[src/core/ppvc_pkg.sv]
// Package: register map, field layout, reset values and timing of port power
package ppvc_pkg;

   // Register byte offsets
   localparam logic [7:0] CTRL_OFF = 8'h00;
   localparam logic [7:0] STATUS_OFF = 8'h04;
   localparam logic [7:0] MASK_OFF = 8'h08;
   localparam logic [7:0] LIVE_OFF = 8'h0C;

   // Control register fields
   localparam int CTRL_PORT_EN_LSB = 0;
   localparam int CTRL_SPLIT_BIT = 4;
   localparam int CTRL_SS_EN_BIT = 5;
   localparam int CTRL_VCONN_LSB = 8;

   // Status, mask and live register fields
   localparam int STAT_OC_LSB = 0;
   localparam int STAT_VFAULT_LSB = 4;
   localparam int LIVE_OCS_LSB = 0;
   localparam int LIVE_CC_LSB = 4;
   localparam int LIVE_DISCH_LSB = 8;

   // Reset values
   localparam logic [3:0] PORT_EN_RST = 4'h0;
   localparam logic [7:0] MASK_RST = 8'h00;
   localparam logic [7:0] SYNC_RST = 8'h0F;

   // Timing
   localparam int CLK_PERIOD_NS = 10;
   localparam int DISCH_TIME_NS = 1000;
   localparam int SETTLE_TIME_NS = 100;
   localparam logic [7:0] DISCH_CYCLES =
      8'((DISCH_TIME_NS + CLK_PERIOD_NS - 1) / CLK_PERIOD_NS);
   localparam logic [3:0] SETTLE_CYCLES =
      4'((SETTLE_TIME_NS + CLK_PERIOD_NS - 1) / CLK_PERIOD_NS);

   // Register bus request
   typedef struct packed {
      logic [7:0] addr;
      logic [31:0] wdata;
      logic wr;
      logic rd;
   } ppvc_bus_req_t;

endpackage

[src/core/ppvc_sync.sv]
// Three-stage input synchroniser with second/third stage agreement
`timescale 1ns/100ps
module ppvc_sync #(
   parameter int W = 8,
   parameter logic [W-1:0] RST = '0
) (
   input wire logic core_clk_i,
   input wire logic reset_i,
   input wire logic [W-1:0] async_i,
   output logic [W-1:0] level_o
);

   typedef struct packed {
      logic [W-1:0] s1;
      logic [W-1:0] s2;
      logic [W-1:0] s3;
      logic [W-1:0] level;
   } ppvc_sync_state_t;

   ppvc_sync_state_t s_r;
   ppvc_sync_state_t s_nxt;

   // Shift chain; the accepted level moves only when stages two and three agree
   always_comb begin
      s_nxt = s_r;
      s_nxt.s1 = async_i;
      s_nxt.s2 = s_r.s1;
      s_nxt.s3 = s_r.s2;
      for (int i = 0; i < W; i++) begin
         if (s_r.s2[i] == s_r.s3[i]) begin
            s_nxt.level[i] = s_r.s3[i];
         end
      end
   end

   // State register
   always_ff @(posedge core_clk_i) begin
      if (reset_i) begin
         s_r <= {RST, RST, RST, RST};
      end else begin
         s_r <= s_nxt;
      end
   end

   assign level_o = s_r.level;

endmodule // ppvc_sync

[src/core/ppvc_port_power.sv]
// Downstream port power, overcurrent sense and connector supply control
//
// Local design decisions: the address map and the strobed register port.
`timescale 1ns/100ps

module ppvc_port_power #(
   parameter logic [7:0] DISCH_CYCLES = ppvc_pkg::DISCH_CYCLES,
   parameter logic [3:0] SETTLE_CYCLES = ppvc_pkg::SETTLE_CYCLES
) (
   input wire logic core_clk_i,
   input wire logic reset_i,
   input wire ppvc_pkg::ppvc_bus_req_t bus_i,
   output logic [31:0] rdata_o,
   input wire logic [3:0] port_power_ocs_i,
   output logic [3:0] port_power_ocs_o,
   output logic [3:0] port_power_ocs_oe_n_o,
   output logic [3:0] port_power_pullup_o,
   input wire logic [3:0] cc_above_3v_i,
   output logic [3:0] cc_supply_en_o,
   output logic [1:0] bus_discharge_o,
   output logic port3_superspeed_power_en_o,
   output logic irq_o
);

   typedef struct packed {
      logic [3:0] port_en;
      logic split_mode;
      logic ss_en;
      logic [3:0] vconn_req;
      logic [7:0] status;
      logic [7:0] mask;
      logic [3:0] pin_out;
      logic [3:0] pin_oe_n;
      logic [3:0] pull_en;
      logic [3:0] vconn_en;
      logic [1:0] disch;
      logic [1:0][7:0] disch_cnt;
      logic [7:0][3:0] settle;
      logic ss_pwr;
      logic irq;
      logic [31:0] rdata;
   } ppvc_state_t;

   ppvc_state_t s_r;
   ppvc_state_t s_nxt;
   logic [7:0] sync_level;
   logic [3:0] ocs_level;
   logic [3:0] cc_level;

   // Address match of a bus request against one register offset
   function automatic logic reg_hit(input logic [7:0] addr,
                                    input logic [7:0] off);
      reg_hit = (addr == off);
   endfunction

   // Pin and comparator inputs come from outside the clock domain
   ppvc_sync #(
      .W(8),
      .RST(ppvc_pkg::SYNC_RST)
   ) u_sync (
      .core_clk_i(core_clk_i),
      .reset_i(reset_i),
      .async_i({cc_above_3v_i, port_power_ocs_i}),
      .level_o(sync_level)
   );

   assign ocs_level = sync_level[3:0];
   assign cc_level = sync_level[7:4];

   // Next-state logic for configuration, pins, faults and register reads
   always_comb begin
      logic [7:0] watch;
      logic [7:0] fault_lvl;
      logic [7:0] events;
      logic [7:0] w1c;
      watch = '0;
      fault_lvl = '0;
      events = '0;
      w1c = '0;
      s_nxt = s_r;

      // Control register write: port enables, split mode, supply requests
      if (bus_i.wr && reg_hit(bus_i.addr, ppvc_pkg::CTRL_OFF)) begin
         s_nxt.port_en = bus_i.wdata[ppvc_pkg::CTRL_PORT_EN_LSB +: 4];
         s_nxt.split_mode = bus_i.wdata[ppvc_pkg::CTRL_SPLIT_BIT];
         s_nxt.ss_en = bus_i.wdata[ppvc_pkg::CTRL_SS_EN_BIT];
         s_nxt.vconn_req = bus_i.wdata[ppvc_pkg::CTRL_VCONN_LSB +: 4];
      end

      // Mask register write
      if (bus_i.wr && reg_hit(bus_i.addr, ppvc_pkg::MASK_OFF)) begin
         s_nxt.mask = bus_i.wdata[7:0];
      end

      // Enabled port releases pin with pull-up
      s_nxt.pull_en = s_r.port_en;
      s_nxt.pin_oe_n = s_r.port_en;
      s_nxt.pin_out = 4'h0;

      // One pin per port for ports 1, 2 and 4; port 3 also
      // covers superspeed unless split mode hands that off
      // Split mode drives the separate superspeed enable
      s_nxt.ss_pwr = s_r.split_mode & s_r.ss_en;

      // Connector supply enables, forced off while the port is disabled
      for (int t = 0; t < 2; t++) begin
         s_nxt.vconn_en[2*t] = s_r.vconn_req[2*t] & s_r.port_en[t];
         s_nxt.vconn_en[2*t+1] = s_r.vconn_req[2*t+1] & s_r.port_en[t];
      end

      // Discharge pulse when a Type-C port loses bus power
      for (int t = 0; t < 2; t++) begin
         if (s_r.port_en[t]) begin
            // Power coming back: a running strobe must stop at once
            s_nxt.disch_cnt[t] = 8'h00;
         end else if (s_r.pull_en[t]) begin
            s_nxt.disch_cnt[t] = DISCH_CYCLES;
         end else if (s_r.disch_cnt[t] != 8'h00) begin
            s_nxt.disch_cnt[t] = s_r.disch_cnt[t] - 8'h01;
         end
         s_nxt.disch[t] = (s_nxt.disch_cnt[t] != 8'h00);
      end

      // Fault watchers: low four are power pins, high four are CC lines
      watch = {s_r.vconn_en, s_r.pull_en};
      fault_lvl[3:0] = ~ocs_level;
      // Supply on but CC not above 3V
      fault_lvl[7:4] = ~cc_level;

      // Each watcher waits a settle time after it is armed
      for (int i = 0; i < 8; i++) begin
         if (!watch[i]) begin
            s_nxt.settle[i] = SETTLE_CYCLES;
         end else if (s_r.settle[i] != 4'h0) begin
            s_nxt.settle[i] = s_r.settle[i] - 4'h1;
         end
         events[i] = watch[i] && (s_r.settle[i] == 4'h0) && fault_lvl[i];
      end

      // Sticky status, set wins over clear
      if (bus_i.wr && reg_hit(bus_i.addr, ppvc_pkg::STATUS_OFF)) begin
         w1c = bus_i.wdata[7:0];
      end
      s_nxt.status = (s_r.status & ~w1c) | events;

      // Level interrupt from unmasked status bits
      s_nxt.irq = |(s_nxt.status & s_nxt.mask);

      // Read data stand for the single cycle after the read strobe
      s_nxt.rdata = 32'h0000_0000;
      if (bus_i.rd) begin
         if (reg_hit(bus_i.addr, ppvc_pkg::CTRL_OFF)) begin
            s_nxt.rdata[ppvc_pkg::CTRL_PORT_EN_LSB +: 4] = s_r.port_en;
            s_nxt.rdata[ppvc_pkg::CTRL_SPLIT_BIT] = s_r.split_mode;
            s_nxt.rdata[ppvc_pkg::CTRL_SS_EN_BIT] = s_r.ss_en;
            s_nxt.rdata[ppvc_pkg::CTRL_VCONN_LSB +: 4] = s_r.vconn_req;
         end else if (reg_hit(bus_i.addr, ppvc_pkg::STATUS_OFF)) begin
            s_nxt.rdata[7:0] = s_r.status;
         end else if (reg_hit(bus_i.addr, ppvc_pkg::MASK_OFF)) begin
            s_nxt.rdata[7:0] = s_r.mask;
         end else if (reg_hit(bus_i.addr, ppvc_pkg::LIVE_OFF)) begin
            s_nxt.rdata[ppvc_pkg::LIVE_OCS_LSB +: 4] = ocs_level;
            s_nxt.rdata[ppvc_pkg::LIVE_CC_LSB +: 4] = cc_level;
            s_nxt.rdata[ppvc_pkg::LIVE_DISCH_LSB +: 2] = s_r.disch;
         end
      end
   end

   // State register; reset leaves every port disabled with pins driven low
   always_ff @(posedge core_clk_i) begin
      if (reset_i) begin
         s_r <= '0;
         s_r.port_en <= ppvc_pkg::PORT_EN_RST;
         s_r.mask <= ppvc_pkg::MASK_RST;
      end else begin
         s_r <= s_nxt;
      end
   end

   // Outputs straight from the state register
   assign rdata_o = s_r.rdata;
   assign port_power_ocs_o = s_r.pin_out;
   assign port_power_ocs_oe_n_o = s_r.pin_oe_n;
   assign port_power_pullup_o = s_r.pull_en;
   assign cc_supply_en_o = s_r.vconn_en;
   assign bus_discharge_o = s_r.disch;
   assign port3_superspeed_power_en_o = s_r.ss_pwr;
   assign irq_o = s_r.irq;

endmodule // ppvc_port_power

[config.mk]
export PLATFORM = sky130hd
export DESIGN_NAME = ppvc_port_power
export DESIGN_NICKNAME = d
export VERILOG_FILES = /design/src/core/ppvc_pkg.sv /design/src/core/ppvc_sync.sv /design/src/core/ppvc_port_power.sv
export SDC_FILE = /design/constraint.sdc
export NUM_CORES = 1
export LEC_CHECK = 0
export ABC_AREA = 1
export BUFFER_PORTS_ARGS = -buffer_cell sky130_fd_sc_hd__buf_2
export CORE_ASPECT_RATIO = 0.7
export CORE_MARGIN = 4
export CORE_UTILIZATION = 30
export DETAILED_ROUTE_END_ITERATION = 7
export HOLD_SLACK_MARGIN = 0.06
export PLACE_DENSITY = 0.45
export SLEW_MARGIN = 10
export SYNTH_ARGS = -nofsm -noshare
export SYNTH_HDL_FRONTEND = slang
export SYNTH_HIERARCHICAL = 1
export SYNTH_SLANG_ARGS = --single-unit
[constraint.sdc]
create_clock -name core_clk_i -period 1.75 [get_ports core_clk_i]
set_input_delay 0.175 -clock core_clk_i [delete_from_list [all_inputs] [get_ports core_clk_i]]
set_output_delay 0.175 -clock core_clk_i [all_outputs]
set_load 0.005 [all_outputs]
* Yosys cells after proc, flatten, opt, wreduce, memory -nomap -nowiden
Index checks and enable logic that the tools add are counted.
Storage, ports and cells: register bits 154, input port bits 52, output and inout bits 52
Operators by class: $add $sub $neg 10, equal/unequal tests 19, mux-type cells 31, bitwise logic cells 21, reductions and logical operators 52
Operator list (count):
- two-way mux 8 bit | 10
- two-way mux 4 bit | 16
- zero test 4 bit | 8
- nonzero test 4 bit | 8
- nonzero test 8 bit | 4
- subtractor 4 x 1 -> 4 bit (second input constant) | 8
- logical AND 1 bit | 19
- OR reduction 2 bit | 9
- bitwise AND 8 bit | 2
- equality test 8 x 4 -> 1 bit (second input constant) | 2
- inequality test 2 x 1 -> 1 bit (second input constant) | 8
- subtractor 8 x 1 -> 8 bit (second input constant) | 2
- two-way mux 10 bit | 1
- NOT 1 bit | 10
- equality test 1 bit | 8
- equality test 8 x 3 -> 1 bit (second input constant) | 1
- zero test 8 bit | 1
- NOT 4 bit | 2
- NOT 8 bit | 1
- bitwise OR 8 bit | 1
- OR reduction 8 bit | 1
- two-way mux 2 bit | 3
- two-way mux 6 bit | 1
- OR reduction 3 bit | 2
- bitwise AND 1 bit | 5

* Longest topological paths before layout
depth in word-level cells 8, depth in mapped cells 12

* Hierarchy
Netlist, hierarchy kept.
Modules (own cells, without submodules):
- ppvc_port_power | instances 1, cells an instance 608, area each 4560.6 um2
- ppvc_sync | instances 1, cells an instance 124, area each 1064.8 um2

* Worst setup path before layout
Ideal clock, no wire load.
path type register to register, from register s_r[74] in the netlist's numbering, to register s_r (netlist bit bus_discharge_o[1]), arrival time 1301 ps, data required time 1680 ps, slack 379 ps, stages on the path, launching flop included 12, path buffers 0, path through dfxtp_1 inv_1 ha_1 inv_1 nor2_1 nand3_1 inv_1 nor2_1 nand3_1 nand2_1 nor2_1 a21oi_1
On the way: cells in the longest elaborated chain, start to end 5, elaborated cells between the ends (all ways) 6, classes of those cells add/sub (1); mux (3); reduce/logical (2)
RTL lines:
- from (decl) | line ppvc_port_power.sv:44 | ppvc_state_t s_r;
- from (signal assigned) | line ppvc_port_power.sv:176 | s_r <= s_nxt;
- subtractor 8 x 1 -> 8 bit / nonzero test 8 bit (equally long branches) | line ppvc_port_power.sv:119, ppvc_port_power.sv:118
- two-way mux 8 bit * | line ppvc_port_power.sv:118 | end else if (s_r.disch_cnt[t] != 8'h00) begin
- two-way mux 8 bit * | line ppvc_port_power.sv:116 | end else if (s_r.pull_en[t]) begin
- two-way mux 8 bit * | line ppvc_port_power.sv:113 | if (s_r.port_en[t]) begin
- nonzero test 8 bit * | line ppvc_port_power.sv:121 | s_nxt.disch[t] = (s_nxt.disch_cnt[t] != 8'h00);
Every way passes the cells marked *; elsewhere a longest branch is shown, timed or not. A chain may end at the register's enable or synchronous reset.

* Worst setup path after layout
Same ends and word-level chain as after synthesis.

==> out/metrics.cfg <==
[status]
status=completed

[drt]
routedWlPerCell_um=13.1
vias=4531
antenna_left=0
routed_wl_um=13500
drc=0
drtIter0Drc=253
dr.pass1.iters=5
vias_per_cell=4.40

[worst_setup_path]
rrSetupSlack_ps=150
critPathKind=reg -> reg
path_depth=11
path_buf_inv=3
cp_top_family=simple AND/OR/NAND/NOR gates
cp.required_ps=2040
end_kind=flop
critPathLaunchType=flop
crit_slowest_cell=dfxtp_1
cp_cell_sequence=inv_1, ha_1, inv_1, nor2_2, nand3_2, inv_2, nor2_2, nand3_1, nand2_1, nor2_1, a21oi_1
cpPeakStageDelay_ps=330
cp.arrival_ps=1890
rr_endpoint=bus_discharge_o[1]$_SDFF_PP0_
cp_max_fo=5
rr_worst_depth=11
timing.rr.start=s_r[74]$_SDFF_PP0_
cp-startpoint=s_r[74]$_SDFF_PP0_
worstSetupEndpoint=bus_discharge_o[1]$_SDFF_PP0_

[finish]
nets=837
final_area_um2=6640
drive_gt1_share_pct=17.6
num-fill-cells=1879
antennaDiodeCount=0
finalNonFillerCells=1030
areaGrowthSynthToFinish_pct=18.1

[worst_hold_path]
worstHoldPathType=in -> reg

[grt]
grt_overflow_total=0
grt_pass1_vias=4230
use_met3_pct=4.22
grt_max_degree=88
met1_usage_pct=18.8
grt_pass1_wl_um=21200
track_usage_pct=13.1
grt-busiest-layer=met1
antenna_found_initial=0
use_met2_pct=18.3

[floorplan]
fp.dieArea_um2=21000
rows=41
core_um2=18200
fp.dieW_um=172
die_y_um=123
start_util_pct=30.9
num_io_pins=104

[timing]
skew_ps=6.75
slew_violations=0
setup_viol_count_final=0
hold_viol=0
layout_setup_ws_ps=149
min_period_over_period_pct=91.5
fmax_mhz=625
min_period_ps=1600

[logic_synthesis]
synth_simple_gate_area_share_pct=23.1
synth_mux_area_share_pct=0
ys.flop_type=dfxtp_1
synth_edf_count=0
yosys-top-cells-area=dfxtp_1 (46%), nand2_1 (8.7%), buf_4 (7.9%)
synth_compound_area_share_pct=13.1
postSynthCellCount=732
synthArstFlopShare_pct=0
ys_types=35
synth_top_family_by_area=simple AND/OR/NAND/NOR gates
yosysTopAreaCell=dfxtp_1
syn_area_per_cell_um2=7.68
ys_seq_area_share_pct=46.3
synthAdderAreaFrac_pct=0.890
syn-cell-area_um2=5630
synth-seq-cells=130
synth_xor_area_share_pct=0.778
yosys_warnings=6
yosys-top-cells-count=dfxtp_1 (130), nand2_1 (130), nor2_1 (89), inv_1 (83), buf_4 (59)
synth_top_area_share_pct=46.3

[pwr]
power.density_nw_per_um2=1310
pwr-share-seq_pct=37.5
ir_worst_vdd_mv=0.573
total_power_mw=8.73
total_leakage_power_nw=2.99
combPwrFrac_pct=18.5
p_switching_mw=2.54
clkPwrFrac_pct=44.0
internal_power_mw=6.20
swShare_pct=29.0

[placement]
place_area_um2=5830
gp_congestion=0.794
portBuffers=59
dp_slack_ps=54.3
place_inst=982
post-dp-hpwl_um=9490

[flow_run]
drv_cap=0

[clocking]
htree_levels=4
cts_buffers=17
clk_latency_ps=420
cts_tree=done
cts_sinks=130
path_clk_slew_ps=60
cts_buffer_depth=2
root_buffer=clkbuf_16

## worst register-to-register path, cell delays in order, from the launching register on
cell and delay [ps]:
dfxtp_1 330, inv_1 110, ha_1 190, inv_1 60, nor2_2 120, nand3_2 140
inv_2 110, nor2_2 60, nand3_1 110, nand2_1 60, nor2_1 120, a21oi_1 80
## what timing repair did
action / in CTS / in global routing
hold buffers: 15 / 0
endpoints found under the hold margin: 15 / 0
buffers inserted: 0 / 1
gates resized for setup: 0 / 6
endpoints found under the setup margin: 0 / 2
## state kept, by name, summed over array words and instances, names as in the netlist
name and count:
rdata_o 12, port_power_pullup_o 4, u_sync/level_o 8, s_nxt 4, u_sync/s_r 8, port3_superspeed_power_en_o 1, cc_supply_en_o 4, s_r 70
bus_discharge_o 2, u_sync/s_nxt 16, irq_o 1
## cells by family after synthesis
logic type | count (synthesis)
AO/OA/AOI/OAI | 131
XOR/XNOR | 5
adder cells (fa/ha/maj) | 4
buffers and inverters | 166
flip-flops | 130
other | 1
AND/OR/NAND/NOR | 295
## power groups by stage
| stage | Combinational, mW | Clock (mW) | Sequential, mW |
|---|---|---|---|
| floorplan | 1.27 | 0 | 3.30 |
| global placement | 1.52 | 0 | 3.33 |
| detailed placement | 1.52 | 0 | 3.34 |
| CTS | 1.55 | 3.93 | 3.27 |
| global route | 1.89 | 4.04 | 3.29 |
| finish | 1.62 | 3.84 | 3.28 |
## routing by layer
metal  wire length [um]  share of wire, %  up-vias
li1                   -                 -     2353
met1               6760                50     2046
met2               5660                42      122
met3                921               6.8       10
met4                119              0.88        0
met5                  0                 0        -
## per-stage QoR
stage | setup TNS [ps] | utilization, % | hold WS (ps)
3_5_place_dp | 0 | 32.0 | 353
5_1_grt | -10.8 | 36.5 | 68.8
4_1_cts | 0 | 36.4 | 62.3
6_report | 0 | 36.5 | 76.2
3_3_place_gp | 0 | 32.0 | 352
2_1_floorplan | 0 | - | 272
## worst min-delay path by stage
stage	startpoint	to	slack (ps)	depth (start not counted)
final	bus_i[7]	s_r[120]$_SDFFE_PP0P_	80	3
after global routing	bus_i[7]	s_r[120]$_SDFFE_PP0P_	70	3
after CTS	bus_i[7]	s_r[120]$_SDFFE_PP0P_	60	3
after detailed placement	port_power_ocs_i[3]	u_sync/s_nxt[19]$_SDFF_PP1_	350	2
after global placement	port_power_ocs_i[2]	u_sync/s_nxt[18]$_SDFF_PP1_	350	2
after floorplan	port_power_ocs_i[0]	u_sync/s_nxt[16]$_SDFF_PP1_	270	1
## final cells by class
cell class,count,area (um2),area share (%)
clock buffers,18,439,6.61
clock inverters,14,203,3.05
inverters,91,342,5.14
multi-input cells,459,2230,33.6
flip-flops and latches,130,2600,39.2
well taps,236,295,4.45
repair buffers,82,531,7.99
## cells in the final DEF (no fill, tap or decap), drive strengths merged, types with 5 or more instances in the layout
cell / n
clkbuf: 18
inv: 94
dfxtp: 130
nand2: 136
a31oi: 6
o211ai: 15
nor3: 12
a21oi: 57
nand3: 35
nor2: 97
conb: 24
buf: 67
nand4: 5
or2: 8
dlygate4sd3: 15
clkinv: 6
o21ai: 49
(Power assumes the default switching activity.)
